[src/sps_pkg.sv]
// shared constants and types for the serial packet slave framer
package sps_pkg;
  localparam int unsigned CLK_HZ          = 10_000_000;
  localparam int unsigned BAUD_BPS        = 38_400;
  localparam int unsigned CLK_PERIOD_NS   = 1_000_000_000 / CLK_HZ;
  // cycles per serial bit, 10 MHz / 38400 = 260.4, held to 260 (0.16 % fast)
  localparam logic [8:0]  BIT_CYCLES      = 9'(CLK_HZ / BAUD_BPS);
  localparam logic [8:0]  HALF_BIT_CYCLES = 9'(CLK_HZ / BAUD_BPS / 2);
  localparam logic [3:0]  DATA_BITS       = 4'h8;
  localparam logic [3:0]  STOP_BIT_IDX    = 4'h9;
  // longest gap between characters of one packet; a longest time rounds down
  localparam int unsigned CHAR_GAP_NS     = 2_000_000;
  localparam int unsigned CHAR_GAP_CYCLES = CHAR_GAP_NS / CLK_PERIOD_NS;
  // longest time from last command character to the answer; rounds down
  localparam int unsigned RESP_TIME_NS    = 2_000_000;
  localparam int unsigned RESP_CYCLES     = RESP_TIME_NS / CLK_PERIOD_NS;
  localparam logic [7:0]  ACK_BYTE        = 8'h06;
  localparam logic [7:0]  BCAST_ADDR      = 8'h00;
  localparam logic [7:0]  MAX_MSG_LEN     = 8'h30;

  typedef enum logic [7:0] {
    ST_CMD  = 8'h01,
    ST_ADDR = 8'h02,
    ST_LEN  = 8'h04,
    ST_MSG  = 8'h08,
    ST_SUM  = 8'h10,
    ST_WAIT = 8'h20,
    ST_TX   = 8'h40,
    ST_END  = 8'h80
  } sps_state_t;

  typedef enum logic [4:0] {
    PH_ACK  = 5'h01,
    PH_ADDR = 5'h02,
    PH_LEN  = 5'h04,
    PH_DATA = 5'h08,
    PH_SUM  = 5'h10
  } sps_phase_t;
endpackage

[src/sps_uart_if.sv]
// byte-level link between the framer core and its serial engine
interface sps_uart_if;
  logic       rx_line;
  logic       rx_valid;
  logic [7:0] rx_data;
  logic       rx_ferr;
  logic       tx_start;
  logic [7:0] tx_data;
  logic       tx_busy;
  logic       tx_line;

  modport core (output rx_line, tx_start, tx_data,
                input  rx_valid, rx_data, rx_ferr, tx_busy, tx_line);
  modport phy  (input  rx_line, tx_start, tx_data,
                output rx_valid, rx_data, rx_ferr, tx_busy, tx_line);
endinterface

[src/sps_uart.sv]
// 8N1 serial receiver and transmitter at the fixed bit rate
module sps_uart
  import sps_pkg::*;
(
  input  wire logic mclk_in,
  input  wire logic rst_n_in,
  sps_uart_if.phy   bus
);
  logic [8:0] rx_cnt;
  logic [3:0] rx_bit;
  logic [7:0] rx_shift;
  logic       rx_busy;
  logic [8:0] tx_cnt;
  logic [3:0] tx_bit;
  logic [8:0] tx_shift;

  // receiver: sample each bit at its middle, start bit rechecked to reject glitches
  always_ff @(posedge mclk_in or negedge rst_n_in) begin
    if (!rst_n_in) begin
      rx_busy     <= 1'b0;
      rx_cnt      <= 9'h000;
      rx_bit      <= 4'h0;
      rx_shift    <= 8'h00;
      bus.rx_valid <= 1'b0;
      bus.rx_data  <= 8'h00;
      bus.rx_ferr  <= 1'b0;
    end else begin
      bus.rx_valid <= 1'b0;
      if (!rx_busy) begin
        if (!bus.rx_line) begin
          rx_busy <= 1'b1;
          rx_cnt  <= HALF_BIT_CYCLES - 9'h001;
          rx_bit  <= 4'h0;
        end
      end else if (rx_cnt != 9'h000) begin
        rx_cnt <= rx_cnt - 9'h001;
      end else begin
        rx_cnt <= BIT_CYCLES - 9'h001;
        if (rx_bit == 4'h0) begin
          if (bus.rx_line) begin
            rx_busy <= 1'b0;
          end else begin
            rx_bit <= 4'h1;
          end
        end else if (rx_bit <= DATA_BITS) begin
          rx_shift <= {bus.rx_line, rx_shift[7:1]};
          rx_bit   <= rx_bit + 4'h1;
        end else begin
          // a low stop bit is a framing error
          bus.rx_valid <= 1'b1;
          bus.rx_data  <= rx_shift;
          bus.rx_ferr  <= !bus.rx_line;
          rx_busy      <= 1'b0;
        end
      end
    end
  end

  // transmitter: start bit, eight data bits lsb first, one stop bit
  always_ff @(posedge mclk_in or negedge rst_n_in) begin
    if (!rst_n_in) begin
      bus.tx_busy <= 1'b0;
      bus.tx_line <= 1'b1;
      tx_cnt      <= 9'h000;
      tx_bit      <= 4'h0;
      tx_shift    <= 9'h1ff;
    end else if (!bus.tx_busy) begin
      if (bus.tx_start) begin
        bus.tx_busy <= 1'b1;
        bus.tx_line <= 1'b0;
        tx_shift    <= {1'b1, bus.tx_data};
        tx_cnt      <= BIT_CYCLES - 9'h001;
        tx_bit      <= 4'h0;
      end
    end else if (tx_cnt != 9'h000) begin
      tx_cnt <= tx_cnt - 9'h001;
    end else begin
      tx_cnt <= BIT_CYCLES - 9'h001;
      if (tx_bit == STOP_BIT_IDX) begin
        bus.tx_busy <= 1'b0;
      end else begin
        bus.tx_line <= tx_shift[0];
        tx_shift    <= {1'b1, tx_shift[8:1]};
        tx_bit      <= tx_bit + 4'h1;
      end
    end
  end
endmodule // sps_uart

[src/sps_framer.sv]
// slave-side packet framer and responder for the addressed serial protocol
// Notes on behaviour
// - transmit only when answering a just-received command
// - 38400 baud, eight data bits, no parity, one stop
// - half duplex: receive whole packet before replying
// - act only on packets addressed to own unit or to broadcast 0x00
// - length byte counts message bytes before checksum
// - last byte is modulo-256 sum of preceding bytes
// - successful no-data command answered with 0x06
// - broadcast address 0x00 executed but never answered
// - reply: own address, length, data, checksum
// - on any error discard packet, stay silent
// - never send a negative acknowledge
// - check field order, address, gaps and checksum
// - every numeric field travels as bytes
// - character gap above 2 ms is an error
// - answer must begin within 2 ms
// - messages longer than 48 bytes rejected
// - address 0x00 accepted whatever the unit address
module sps_framer
  import sps_pkg::*;
#(
  parameter int unsigned CHAR_GAP_CYC = CHAR_GAP_CYCLES,
  parameter int unsigned RESP_CYC     = RESP_CYCLES
)(
  input  wire logic       mclk_in,
  input  wire logic       rst_n_in,
  input  wire logic       rx_in,
  output logic            tx_out,
  output logic            tx_oe_out,
  input  wire logic [7:0] unit_addr_in,
  output logic            cmd_valid_out,
  output logic [7:0]      cmd_out,
  output logic            cmd_bcast_out,
  output logic [7:0]      cmd_len_out,
  output logic            msg_valid_out,
  output logic [7:0]      msg_data_out,
  output logic [5:0]      msg_index_out,
  output logic            drop_out,
  input  wire logic       resp_ack_in,
  input  wire logic       resp_start_in,
  input  wire logic [7:0] resp_len_in,
  input  wire logic       resp_valid_in,
  input  wire logic [7:0] resp_data_in,
  output logic            resp_ready_out
);
  sps_uart_if uart_bus();

  sps_state_t state;
  sps_phase_t phase;
  logic [7:0]  sum;
  logic [7:0]  remain;
  logic [5:0]  idx;
  logic        mine;
  logic        bcast;
  logic [15:0] gap_cnt;
  logic [15:0] resp_cnt;
  logic        gap_expired;
  logic        resp_expired;
  logic        in_packet;
  logic        can_send;
  logic        rx_good;

  assign uart_bus.rx_line = rx_in;
  assign tx_out           = uart_bus.tx_line;
  assign in_packet        = (state == ST_ADDR) || (state == ST_LEN) ||
                            (state == ST_MSG)  || (state == ST_SUM);
  assign rx_good          = uart_bus.rx_valid && !uart_bus.rx_ferr;
  // start only when the engine is idle and no start is in flight
  assign can_send         = !uart_bus.tx_start && !uart_bus.tx_busy;
  assign gap_expired      = (gap_cnt == 16'(CHAR_GAP_CYC - 1));
  assign resp_expired     = (resp_cnt == 16'(RESP_CYC - 1));

  sps_uart u_uart (
    .mclk_in  (mclk_in),
    .rst_n_in (rst_n_in),
    .bus      (uart_bus.phy)
  );

  // time since the last character of the packet under reception
  always_ff @(posedge mclk_in or negedge rst_n_in) begin
    if (!rst_n_in) begin
      gap_cnt <= 16'h0000;
    end else if (!in_packet || uart_bus.rx_valid) begin
      gap_cnt <= 16'h0000;
    end else if (!gap_expired) begin
      gap_cnt <= gap_cnt + 16'h0001;
    end
  end

  // time since the checksum byte while the application prepares its answer
  always_ff @(posedge mclk_in or negedge rst_n_in) begin
    if (!rst_n_in) begin
      resp_cnt <= 16'h0000;
    end else if (state != ST_WAIT) begin
      resp_cnt <= 16'h0000;
    end else if (!resp_expired) begin
      resp_cnt <= resp_cnt + 16'h0001;
    end
  end

  // packet reception, checking and answering
  always_ff @(posedge mclk_in or negedge rst_n_in) begin
    if (!rst_n_in) begin
      state             <= ST_CMD;
      phase             <= PH_ACK;
      sum               <= 8'h00;
      remain            <= 8'h00;
      idx               <= 6'h00;
      mine              <= 1'b0;
      bcast             <= 1'b0;
      tx_oe_out         <= 1'b0;
      uart_bus.tx_start <= 1'b0;
      uart_bus.tx_data  <= 8'h00;
      resp_ready_out    <= 1'b0;
      cmd_valid_out     <= 1'b0;
      cmd_out           <= 8'h00;
      cmd_bcast_out     <= 1'b0;
      cmd_len_out       <= 8'h00;
      msg_valid_out     <= 1'b0;
      msg_data_out      <= 8'h00;
      msg_index_out     <= 6'h00;
      drop_out          <= 1'b0;
    end else begin
      uart_bus.tx_start <= 1'b0;
      cmd_valid_out     <= 1'b0;
      msg_valid_out     <= 1'b0;
      drop_out          <= 1'b0;
      if (in_packet && (gap_expired || (uart_bus.rx_valid && uart_bus.rx_ferr))) begin
        // timeout or bad character: drop the partial packet silently
        drop_out <= mine;
        mine     <= 1'b0;
        sum      <= 8'h00;
        state    <= ST_CMD;
      end else begin
        unique case (state)
          ST_CMD, ST_WAIT: begin
            if (rx_good) begin
              // first byte is always the command byte
              cmd_out <= uart_bus.rx_data;
              sum     <= uart_bus.rx_data;
              mine    <= 1'b0;
              state   <= ST_ADDR;
            end else if (state == ST_WAIT) begin
              if (resp_expired) begin
                state <= ST_CMD;
              end else if (resp_ack_in) begin
                phase     <= PH_ACK;
                tx_oe_out <= 1'b1;
                state     <= ST_TX;
              end else if (resp_start_in && resp_len_in <= MAX_MSG_LEN) begin
                phase     <= PH_ADDR;
                remain    <= resp_len_in;
                tx_oe_out <= 1'b1;
                state     <= ST_TX;
              end
            end
          end
          ST_ADDR: begin
            if (rx_good) begin
              // broadcast accepted regardless of unit address
              mine  <= (uart_bus.rx_data == unit_addr_in) ||
                       (uart_bus.rx_data == BCAST_ADDR);
              bcast <= (uart_bus.rx_data == BCAST_ADDR);
              sum   <= sum + uart_bus.rx_data;
              state <= ST_LEN;
            end
          end
          ST_LEN: begin
            if (rx_good) begin
              if (uart_bus.rx_data > MAX_MSG_LEN) begin
                drop_out <= mine;
                mine     <= 1'b0;
                state    <= ST_CMD;
              end else begin
                cmd_len_out <= uart_bus.rx_data;
                remain      <= uart_bus.rx_data;
                idx         <= 6'h00;
                sum         <= sum + uart_bus.rx_data;
                state       <= (uart_bus.rx_data == 8'h00) ? ST_SUM : ST_MSG;
              end
            end
          end
          ST_MSG: begin
            if (rx_good) begin
              // bytes stream out early; the application discards them on drop_out
              msg_valid_out <= mine;
              msg_data_out  <= uart_bus.rx_data;
              msg_index_out <= idx;
              idx           <= idx + 6'h01;
              remain        <= remain - 8'h01;
              sum           <= sum + uart_bus.rx_data;
              if (remain == 8'h01) begin
                state <= ST_SUM;
              end
            end
          end
          ST_SUM: begin
            if (rx_good) begin
              if (mine && uart_bus.rx_data == sum) begin
                cmd_valid_out <= 1'b1;
                cmd_bcast_out <= bcast;
                // broadcast: executed but no answer window opened
                state         <= bcast ? ST_CMD : ST_WAIT;
              end else begin
                drop_out <= mine;
                state    <= ST_CMD;
              end
              mine <= 1'b0;
            end
          end
          ST_TX: begin
            // incoming characters are ignored while answering
            if (phase == PH_DATA) begin
              if (resp_ready_out && resp_valid_in) begin
                resp_ready_out    <= 1'b0;
                uart_bus.tx_start <= 1'b1;
                uart_bus.tx_data  <= resp_data_in;
                sum               <= sum + resp_data_in;
                remain            <= remain - 8'h01;
                if (remain == 8'h01) begin
                  phase <= PH_SUM;
                end
              end else if (can_send) begin
                resp_ready_out <= 1'b1;
              end
            end else if (can_send) begin
              uart_bus.tx_start <= 1'b1;
              unique case (phase)
                PH_ACK: begin
                  uart_bus.tx_data <= ACK_BYTE;
                  state            <= ST_END;
                end
                PH_ADDR: begin
                  uart_bus.tx_data <= unit_addr_in;
                  sum              <= unit_addr_in;
                  phase            <= PH_LEN;
                end
                PH_LEN: begin
                  uart_bus.tx_data <= remain;
                  sum              <= sum + remain;
                  phase            <= (remain == 8'h00) ? PH_SUM : PH_DATA;
                end
                PH_SUM: begin
                  uart_bus.tx_data <= sum;
                  state            <= ST_END;
                end
                default: begin
                  uart_bus.tx_data <= sum;
                  state            <= ST_END;
                end
              endcase
            end
          end
          ST_END: begin
            // release the shared line once the last stop bit is out
            if (can_send) begin
              tx_oe_out <= 1'b0;
              state     <= ST_CMD;
            end
          end
          default: begin
            state <= ST_CMD;
          end
        endcase
      end
    end
  end
endmodule // sps_framer

[config.mk]
export PLATFORM = sky130hd
export DESIGN_NAME = sps_framer
export DESIGN_NICKNAME = d
export VERILOG_FILES = /design/src/sps_pkg.sv /design/src/sps_uart_if.sv /design/src/sps_uart.sv /design/src/sps_framer.sv
export SDC_FILE = /design/constraint.sdc
export NUM_CORES = 1
export LEC_CHECK = 0
export CAP_MARGIN = 40
export CORE_ASPECT_RATIO = 0.9
export CORE_MARGIN = 4
export CORE_UTILIZATION = 35
export CTS_BUF_LIST = sky130_fd_sc_hd__clkbuf_16
export DETAILED_ROUTE_END_ITERATION = 8
export DONT_BUFFER_PORTS = 1
export PLACE_DENSITY = 0.57
export SLEW_MARGIN = 20
export SYNTH_ARGS = -nofsm -noshare
export SYNTH_HDL_FRONTEND = slang
export SYNTH_SLANG_ARGS = --single-unit
[constraint.sdc]
create_clock -name mclk_in -period 5.3 [get_ports mclk_in]
set_clock_uncertainty 0.15 [all_clocks]
set_input_delay 1.59 -clock mclk_in [delete_from_list [all_inputs] [get_ports mclk_in]]
set_output_delay 1.59 -clock mclk_in [all_outputs]
set_load 0.02 [all_outputs]
==> reports/qor.yml, run 1 <==
placement:
  placed_area_um2: 10200
  dpl.hpwl_um: 18700
  portBuffers: 0
  gp_congestion: 0.911
  dp.cells: 1320
  post-place-ws_ps: 1330
routing:
  ant_nets: 0
  wl_um: 26400
  dr.pass1.iters: 8
  routedWlPerCell_um: 19.5
  remaining_drc_errors: 0
  drtIter0Drc: 936
  avgViaCountPerCell: 5.77
  vias: 7812
clocking:
  h-tree-depth: 4
  cts_hold_buf: 0
  post_cts_buffers: 0
  cts_root_buf: "clkbuf_16"
  cts_resized: 0
  cts_tree: "yes"
  cts.sinks: 169
  insertion_delay_ps: 420
  clk_pin_slew_worst_paths_ps: 70
  cts_made_buffers: 17
  cts.path.max_buffers: 2
finish:
  layout_commonest_cell: "dfrtp_1"
  multi_input_area_um2: 5300
  fin_area_um2: 10800
  nets: 1052
  register_area_um2: 4240
  area_growth_syn_to_layout_pct: 10.1
  drive_gt1_share_pct: 11.8
  layout.cells.non_filler: 1354
  diodes: 0
  mostFrequentLayoutCells: "dfrtp_1, nor2_1, nand2_1"
  fillCellCount: 2644
timing:
  finalSetupTns_ps: 0
  finalCritPeriodShare_pct: 68.2
  worstMarginPinSlew_ps: 843
  setup_viol: 0
  setup_ws_ps: 1680
  max_freq_ghz: 0.276
  rsz0062_at_grt: "false"
  slew_violations: 0
  period_needed_ps: 3620
  hold_viol_final: 0
  slew_headroom_pct: 43.3
synth:
  synth.yosys.seq_area_share_pct: 43.2
  netlist_instances: 999
  synth_compound_area_share_pct: 17.2
  postSynth.asyncResetShare_pct: 100
  synth-edff-count: 0
  synth_area_leaders: "dfrtp_1, mux2_2, ha_1"
  synth_top_area_cell: "dfrtp_1"
  synth_nets: 1064
  ys_seq_elements: 169
  synthAdderAreaFrac_pct: 4.69
  synth_warnings: 0
  synth_area_um2: 9830
  synth_top_family_by_area: "simple AND/OR/NAND/NOR gates"
  synthXorXnorAreaFrac_pct: 5.44
  yosys_most_used_dff: "dfrtp_1"
  yosys.area_share.simple_pct: 18.0
  synth_top_area_share_pct: 40.2
  synth_area_per_cell_um2: 9.84
  synth_mux_area_share_pct: 8.54
  synth_cell_types: 87
worst_setup_path:
  critPathMaxFanout: 5
  slowest_delay_ps: 510
  cp_cell_sequence: "or4_1 > a31oi_1 > a211oi_1 > a211oi_1 > o221a_2 > mux2_2"
  criticalPathCategory: "in2reg"
  crit_slowest_cell: "or4_1"
  required_ps: 5450
  startpoint_type: "input pin"
  cp.arrival_ps: 3770
  cpMostUsedCell: "a211oi_1"
  worstSetupEndpointType: "register"
  ff2ff_setup_slack_ps: 2060
global_routing:
  track_usage_pct: 17.2
  grt_max_degree: 170
  antenna_found_initial: 0
  grt_pass1_vias: 7266
  grt_overflow: 0
  grt_pass1_wl_um: 42400
power:
  power_w: 0.00296
  peakVddDrop_v: 0.000218
  intPower_w: 0.00228
  p_clk_share_pct: 46.2
  p_per_area_nw_per_um2: 274
  p_leak_nw: 4.82
  p_switching_w: 0.000687
  power.share.combinational_pct: 6.6
  swShare_pct: 23.2
  seqPwrFrac_pct: 47.2
die:
  die_area_um2: 30800
  dieHeight_um: 167
  start_util_pct: 36.0
  rows: 57
  ios: 67
  die_x_um: 185
  core_um2: 27300
worst_hold_path:
  hp-class: "reg2reg"
outcome:
  outcome: "finished, final reports clean"
run:
  drv_cap: 0
## synth_stat cells, types with 4 or more instances
| library cell | number |
|---|---|
| a31oi_1 | 15 |
| inv_1 | 25 |
| nand2b_1 | 7 |
| nand2_1 | 81 |
| or3_1 | 9 |
| buf_2 | 11 |
| nor2b_1 | 11 |
| o31ai_1 | 12 |
| a21oi_1 | 50 |
| mux2i_1 | 22 |
| xnor2_1 | 19 |
| xor2_1 | 42 |
| and3_1 | 8 |
| a211oi_1 | 14 |
| and2_1 | 4 |
| nor3b_1 | 4 |
| o21bai_1 | 4 |
| clkbuf_1 | 27 |
| buf_1 | 4 |
| mux2_1 | 18 |
| o21ai_1 | 7 |
| o21ai_0 | 64 |
| o211ai_1 | 7 |
| a222oi_1 | 11 |
| and4b_1 | 4 |
| a21o_1 | 11 |
| nor2_1 | 94 |
| dfrtp_1 | 158 |
| dfstp_2 | 11 |
| nand4b_1 | 5 |
| a221oi_1 | 8 |
| o22ai_1 | 4 |
| nor4_1 | 9 |
| nand3_1 | 29 |
| nand4_1 | 15 |
| ha_1 | 32 |
| or4_1 | 5 |
| mux2_2 | 37 |
| nor3_1 | 23 |
## critical path, delay by kind of cell
family           cells  cell delay, ps
AO/OA/AOI/OAI        4            1320
multiplexers         1             350
AND/OR/NAND/NOR      1             510
## sequential cells by signal, indices dropped and copies added (netlist names), 5 cells and up
register	count
cmd_len_out	8
state	8
uart_bus.tx_data	8
idx	6
msg_index_out	6
u_uart.bus.rx_data	8
sum	8
gap_cnt	16
remain	8
msg_data_out	8
u_uart.tx_cnt	9
phase	5
cmd_out	8
u_uart.rx_shift	8
resp_cnt	16
u_uart.rx_cnt	9
u_uart.tx_shift	8
## area by class of cell
cell class / instances / share of cell area, %
multi-input cells: 760 / 49.0
inverters: 25 / 0.867
repair buffers: 14 / 1.01
clock inverters: 15 / 1.94
well taps: 354 / 4.09
flip-flops and latches: 169 / 39.2
clock buffers: 17 / 3.93
## cells by family (layout without fill, tap and decap cells)
| group | count (synthesis) | count (layout) |
|---|---|---|
| AND/OR/NAND/NOR | 336 | 336 |
| AO/OA/AOI/OAI | 251 | 251 |
| flip-flops | 169 | 169 |
| multiplexers | 77 | 77 |
| buffers and inverters | 70 | 71 |
| XOR/XNOR | 61 | 61 |
| adder cells (fa/ha/maj) | 35 | 35 |
## power by group through the flow
stage | Clock (W) | Sequential (W) | Combinational, W
detailed placement | 0 | 0.00142 | 0.000197
global route | 0.00146 | 0.00141 | 0.000231
finish | 0.00137 | 0.00140 | 0.000196
global placement | 0 | 0.00142 | 0.000190
CTS | 0.00140 | 0.00140 | 0.000198
floorplan | 0 | 0.00141 | 0.000168
## per-stage QoR
stage	hold slack, ps	util [%]
after floorplan	297	-
after global placement	323	37.2
after detailed placement	329	37.2
after CTS	337	39.5
after global routing	347	39.6
final	332	39.6
## layer usage
metal | vias to the layer above | wire [um] | share of wire, % | GRT usage [%]
li1 | 3677 | - | - | -
met1 | 3838 | 12800 | 49 | 26.1
met2 | 260 | 11400 | 43 | 24.5
met3 | 37 | 1610 | 6.1 | 3.75
met4 | 0 | 604 | 2.3 | 4.98
met5 | - | 0 | 0 | 0
## worst paths after layout
path                                            from                       endpoint  depth (start not counted)
worst max-delay path                  resp_len_in[2]           phase[2]$_DFFE_PN0P_                          6
worst min-delay path              idx[5]$_DFFE_PN0P_             idx[5]$_DFFE_PN0P_                          1
worst max register to register  phase[1]$_DFFE_PN0P_           phase[2]$_DFFE_PN0P_                          6
worst min register to register    idx[5]$_DFFE_PN0P_             idx[5]$_DFFE_PN0P_                          1
max in group asynchronous                   rst_n_in  u_uart.bus.rx_valid$_DFF_PN0_                          0
min in group asynchronous                   rst_n_in             sum[3]$_DFFE_PN0P_                          0
Note: power is estimated with default switching activity, not from simulation.
==> inputs of run 2 (changes only) <==
clock period = 3.4 ns   (was 5.3 ns; I/O delays follow)
==> run 2 against run 1 <==
- non-clock buffer count rose by 21
- total power rose by 49%
- first-iteration DRC count fell by 29%
- cell area rose by 0.93%
- combinational power rose by 58%
- register-to-register slack got worse by 1600 ps
- global-route usage fell by 0.19 points
- die area did not move
- utilization rose by 0.37 points
- cell count rose by 1.6%
- setup slack got worse by 1300 ps
- worst hold slack got worse by 190 ps
- critical endpoint is now remain[1]$_DFFE_PN0P_
==> reports/qor.yml, run 2 (same netlist as run 1, synthesis figures left out) <==
outcome:
  outcome: "finished, final reports clean"
timing:
  setup_viol: 0  # unchanged
  slew_headroom_pct: 52.2  # +9.0 points
  worstMarginPinSlew_ps: 711  # -132 ps
  hold_viol_final: 0  # unchanged
  finalCritPeriodShare_pct: 87.8
  period_needed_ps: 2980
  hold-worst-slack_ps: 141  # -191 ps
  rsz0062_at_grt: "false"
  max_freq_ghz: 0.335
  slew_violations: 0  # unchanged
  finalSetupTns_ps: 0  # unchanged
worst_setup_path:
  cp_cell_sequence: "nor4_4 > o211ai_1 > a31o_2 > o31ai_2 > or2_1 > mux2i_1"
  worstSetupEndpointType: "register"
  criticalPathCategory: "reg2reg"
  crit_slowest_cell: "nor4_4"
  startpoint_type: "register"
  cp.arrival_ps: 3200  # -570 ps
  required_ps: 3610  # -1840 ps
  slowest_delay_ps: 630  # +120 ps
  critPathMaxFanout: 9  # +4
placement:
  dpl.hpwl_um: 18700  # +0.23%
  portBuffers: 0  # unchanged
  placed_area_um2: 10300  # +1.6%
  gp_congestion: 0.957  # +5.1%
global_routing:
  grt_pass1_wl_um: 41600  # -1.8%
  antenna_found_initial: 0  # unchanged
  grt_max_degree: 170  # unchanged
  grt_overflow: 0  # unchanged
  track_usage_pct: 17.0  # -0.19 points
  grt_pass1_vias: 7148  # -1.6%
power:
  swShare_pct: 26.8  # +3.6 points
  p_switching_w: 0.00119  # +73%
  p_leak_nw: 4.89  # +1.4%
  p_clk_share_pct: 43.8  # -2.4 points
  peakVddDrop_v: 0.000350  # +60%
  p_per_area_nw_per_um2: 405  # +48%
  seqPwrFrac_pct: 49.2  # +2.0 points
  power.share.combinational_pct: 7.0  # +0.4 points
  intPower_w: 0.00324  # +42%
clocking:
  cts_made_buffers: 17  # unchanged
  cts_root_buf: "clkbuf_16"
  clk_pin_slew_worst_paths_ps: 70  # about the same
  cts.path.max_buffers: 2  # unchanged
  cts.sinks: 169  # unchanged
  post_cts_buffers: 0  # unchanged
  insertion_delay_ps: 440  # +20 ps
  cts_tree: "yes"
  cts_resized: 0  # unchanged
  cts_hold_buf: 0  # unchanged
  h-tree-depth: 4  # unchanged
routing:
  highest_layer: "met4"
  ant_nets: 0  # unchanged
  vias: 7671  # -1.8%
  wl_met3_um: 1430  # -11%
  dr.pass1.iters: 6  # -2
  remaining_drc_errors: 0  # unchanged
  wl_um: 25900  # -1.9%
  avgViaCountPerCell: 5.58  # -3.3%
  routedWlPerCell_um: 18.8  # -3.4%
  routedLengthMet1_um: 12600  # -1.4%
  dr_wl_met2_um: 11600  # +1.7%
  drtIter0Drc: 666  # -29%
finish:
  fillCellCount: 2666  # +0.83%
  mostFrequentLayoutCells: "dfrtp_1, nor2_1, nand2_1"
  layout_commonest_cell: "dfrtp_1"
  register_area_um2: 4240  # unchanged
  diodes: 0  # unchanged
  nets: 1073  # +2.0%
  top_regs: "gap_cnt (16), resp_cnt (16)"
  area_growth_syn_to_layout_pct: 11.2
  multi_input_area_um2: 5300  # unchanged
  fin_area_um2: 10900  # +0.93%
  drive_gt1_share_pct: 13.9  # +2.1 points
die:
  ios: 67  # unchanged
  dieHeight_um: 167  # unchanged
  rows: 57  # unchanged
  die_x_um: 185  # unchanged
  die_area_um2: 30800  # unchanged
  start_util_pct: 36.0  # unchanged
  core_um2: 27300  # unchanged
run:
  drv_cap: 0  # unchanged
worst_hold_path:
  hp-class: "in2async"
[run 2: routing by layer]
| metal | up-vias | track usage [%] |
|---|---|---|
| met4 | 0 | 4.08 |
| li1 | 3710 | - |
| met3 | 18 | 3.95 |
| met2 | 204 | 24.8 |
| met1 | 3739 | 25.5 |
| met5 | - | 0 |
[run 2: critical path, delay by kind of cell, from the launching register on]
| family | cells | cell delay [ps] |
|---|---|---|
| AOI/OAI and AO/OA | 3 | 1050 |
| DFF | 1 | 480 |
| muxes | 1 | 220 |
| and+or+nand+nor | 2 | 1010 |
[run 2: stage by stage]
| step | total power [W] | std cells | util (%) | setup WS [ps] |
|---|---|---|---|---|
| floorplan | 0.00246 | 999 | - | 370 |
| global placement | 0.00251 | 1342 | 37.8 | 260 |
| detailed placement | 0.00253 | 1342 | 37.8 | 245 |
| CTS | 0.00447 | 1374 | 40.0 | 441 |
| global route | 0.00465 | 1375 | 40.0 | 235 |
| finish | 0.00442 | 1375 | 40.0 | 416 |
[run 2: final timing paths]
kind | cells after the start | slack, ps | from | endpoint
hold reg to reg | 1 | 330 | idx[5]$_DFFE_PN0P_ | idx[5]$_DFFE_PN0P_
max in group asynchronous | 0 | 2500 | rst_n_in | u_uart.tx_shift[1]$_DFFE_PN1P_
setup / recovery | 6 | 420 | state[5]$_DFFE_PN0P_ | remain[1]$_DFFE_PN0P_
min in group mclk_in | 1 | 330 | idx[5]$_DFFE_PN0P_ | idx[5]$_DFFE_PN0P_
setup reg to reg | 6 | 420 | state[5]$_DFFE_PN0P_ | remain[1]$_DFFE_PN0P_
hold / removal | 0 | 140 | rst_n_in | remain[1]$_DFFE_PN0P_
[run 2: cell type report]
type | instances | share of cell area, %
inverters | 25 | 0.859
multi-input cells | 760 | 48.5
flip-flops and latches | 169 | 38.8
clock inverters | 15 | 1.43
clock buffers | 17 | 3.90
well taps | 354 | 4.06
repair buffers | 35 | 2.41
[run 2: power groups by stage]
stage / sequential, W / clock (W) / combinational [W]
2_1_floorplan: 0.00219 / 0 / 0.000263
3_3_place_gp: 0.00221 / 0 / 0.000302
3_5_place_dp: 0.00221 / 0 / 0.000313
4_1_cts: 0.00218 / 0.00199 / 0.000313
5_1_grt: 0.00219 / 0.00209 / 0.000371
6_report: 0.00218 / 0.00194 / 0.000309
==> inputs of run 3 (changes only) <==
ABC_AREA = 1   (was unset)
==> run 3 against run 2 <==
- via count increased by 15%
- die area rose by 5.3%
- critical path depth is 4 higher
- flip-flop and latch count is the same
- cell area increased by 3.6%
- fmax grew 14%
- setup slack improved by 370 ps
- worst hold slack got worse by 13 ps
- synthesized cell count up 37%
- count of clock-buffer cells in the layout unchanged
- largest power group is now combinational cells
==> reports/qor.yml, run 3 <==
global_routing:
  antenna_found_initial: 0  # unchanged
  grt_max_degree: 170  # unchanged
  grt_overflow: 0  # unchanged
  grt_pass1_wl_um: 44900  # +7.8%
  track_usage_pct: 17.0  # +0.040 points
  grt_pass1_vias: 8338  # +17%
routing:
  wl_um: 27200  # +5.3%
  routedWlPerCell_um: 15.3  # -19%
  dr.pass1.iters: 5  # -1
  ant_nets: 0  # unchanged
  remaining_drc_errors: 0  # unchanged
  drtIter0Drc: 678  # +1.8%
  vias: 8811  # +15%
  avgViaCountPerCell: 4.96  # -11%
timing:
  finalSetupTns_ps: 0  # unchanged
  max_freq_ghz: 0.382  # +14%
  slew_headroom_pct: 54.9  # +2.7 points
  slew_violations: 0  # unchanged
  hold_viol_final: 0  # unchanged
  setup_viol: 0  # unchanged
  period_needed_ps: 2620  # -367 ps
  worstMarginPinSlew_ps: 674  # -36.9 ps
  finalCritPeriodShare_pct: 77.0  # -11 points
  rsz0062_at_grt: "false"
power:
  p_leak_nw: 5.47  # +12%
  p_per_area_nw_per_um2: 682  # +68%
  peakVddDrop_v: 0.000403  # +15%
finish:
  top_regs: "gap_cnt (16), resp_cnt (16)"
  drive_gt1_share_pct: 9.62  # -4.3 points
  diodes: 0  # unchanged
  nets: 1434  # +34%
  mostFrequentLayoutCells: "nand2_1, dfrtp_1, inv_1"
  area_growth_syn_to_layout_pct: 9.01
  layout_commonest_cell: "nand2_1"
  fin_area_um2: 11300  # +3.6%
placement:
  portBuffers: 0  # unchanged
  gp_congestion: 0.911  # -4.8%
  placed_area_um2: 10700  # +4.0%
  dpl.hpwl_um: 20200  # +7.6%
clocking:
  h-tree-depth: 4  # unchanged
  cts_made_buffers: 17  # unchanged
  cts.path.max_buffers: 2  # unchanged
  cts_root_buf: "clkbuf_16"
  cts.sinks: 169  # unchanged
  cts_tree: "yes"
  clk_pin_slew_worst_paths_ps: 70  # about the same
  cts_resized: 0  # unchanged
  cts_hold_buf: 0  # unchanged
  post_cts_buffers: 0  # unchanged
  insertion_delay_ps: 430  # about the same
die:
  ios: 67  # unchanged
  start_util_pct: 35.7  # -0.30 points
  core_um2: 29100  # +6.5%
  die_x_um: 189  # +2.6%
  die_area_um2: 32500  # +5.3%
  rows: 59  # +3.5%
  dieHeight_um: 171  # +2.6%
synth:
  synth_top_area_cell: "dfrtp_1"
  synth_area_leaders: "dfrtp_1, nand2_1, inv_1"
  synth-edff-count: 0  # unchanged
  netlist_instances: 1370  # +37%
  synthTopCellsByCount: "nand2_1, dfrtp_1, inv_1"
  synth.yosys.seq_area_share_pct: 40.9  # -2.3 points
  synth_nets: 1435  # +35%
  synth_area_um2: 10400  # +5.6%
  synth_warnings: 0  # unchanged
  ys_seq_elements: 169  # unchanged
  synth_top_area_share_pct: 38.1  # -2.1 points
  yosys_most_used_dff: "dfrtp_1"
  synth_most_common_cell: "nand2_1"
  synth_cell_types: 55  # -37%
  postSynth.asyncResetShare_pct: 100  # unchanged
  synth_area_per_cell_um2: 7.57  # -23%
worst_setup_path:
  cp.arrival_ps: 2840  # -360 ps
  startpoint_type: "register"
  worstSetupEndpointType: "register"
  required_ps: 3620  # about the same
  ff2ff_setup_slack_ps: 780  # +370 ps
  critPathMaxFanout: 14  # +5
  r2r_end: "state[4]$_DFFE_PN0P_"
  r2r_start: "u_uart.bus.tx_busy$_DFF_PN0_"
  criticalPathCategory: "reg2reg"
  ff2ff_path_depth: 10  # +4
run:
  drv_cap: 0  # unchanged
worst_hold_path:
  hp-class: "in2async"
outcome:
  outcome: "finished, final reports clean"
run 3: cell count changes after synthesis, sizes merged, moves of 22 or more:
cell and change:
mux2i -22, nor2 +58, inv +136, mux2 -53, o21ai +32, nand3 +82, nand2 +319
run 3: logic make-up after synthesis:
family / share of synthesized area, %
fa+ha+maj: 4.44
mux: 0.217
compound gates: 11.8
flops: 40.9
xor+xnor: 3.04
buf+inv: 7.68
simple gates: 31.9
run 3: layer usage:
layer | GRT usage (%) | wire length (um) | share of wire, %
met5 | 0 | 0 | 0
met4 | 3.68 | 279 | 1.0
met3 | 3.79 | 1480 | 5.4
met2 | 26.2 | 11900 | 44
met1 | 24.7 | 13600 | 50
run 3: worst max path at each step:
stage	endpoint	startpoint	slack [ps]	cells past startpoint
floorplan	sum[4]$_DFFE_PN0P_	resp_data_in[0]	880	9
global placement	sum[4]$_DFFE_PN0P_	resp_data_in[0]	790	9
detailed placement	sum[4]$_DFFE_PN0P_	resp_data_in[0]	750	9
CTS	state[5]$_DFFE_PN0P_	u_uart.bus.tx_busy$_DFF_PN0_	780	9
global route	state[2]$_DFFE_PN0P_	u_uart.bus.tx_busy$_DFF_PN0_	530	10
finish	state[4]$_DFFE_PN0P_	u_uart.bus.tx_busy$_DFF_PN0_	780	10
run 3: cell type report:
| type | count | area, um2 |
|---|---|---|
| Fill cell | 3090 | 17800 |
| Tap cell | 396 | 495 |
| Clock buffer | 17 | 425 |
| Multi-Input combinational cell | 1013 | 5340 |
| Inverter | 162 | 623 |
| Timing Repair Buffer | 6 | 45.0 |
| Clock inverter | 15 | 143 |
| Sequential cell | 169 | 4240 |
run 3: metrics by stage:
step / util (%) / instances / setup slack, ps / power (W) / hold WS, ps
final: 38.9 / 1778 / 783 / 0.00772 / 128
after global routing: 38.9 / 1778 / 527 / 0.00829 / 107
after CTS: 38.9 / 1778 / 784 / 0.00775 / 106
after detailed placement: 36.9 / 1746 / 755 / 0.00581 / 312
after global placement: 36.9 / 1746 / 793 / 0.00578 / 317
after floorplan: - / 1370 / 884 / 0.00510 / 298
run 3: critical path: stages, from the launching register on:
cell and delay (ps):
dfrtp_1 540, inv_1 330, nand2_1 80, buf_4 190
inv_1 230, nand2_1 160, o21ai_0 290, nand4_1 310
inv_1 150, nand2_1 60, nand2_1 60
run 3: report_power, final:
group	internal (W)	switching, W
clock	0.00103	0.000877
sequential	0.00242	0.000433
combinational	0.00105	0.00192
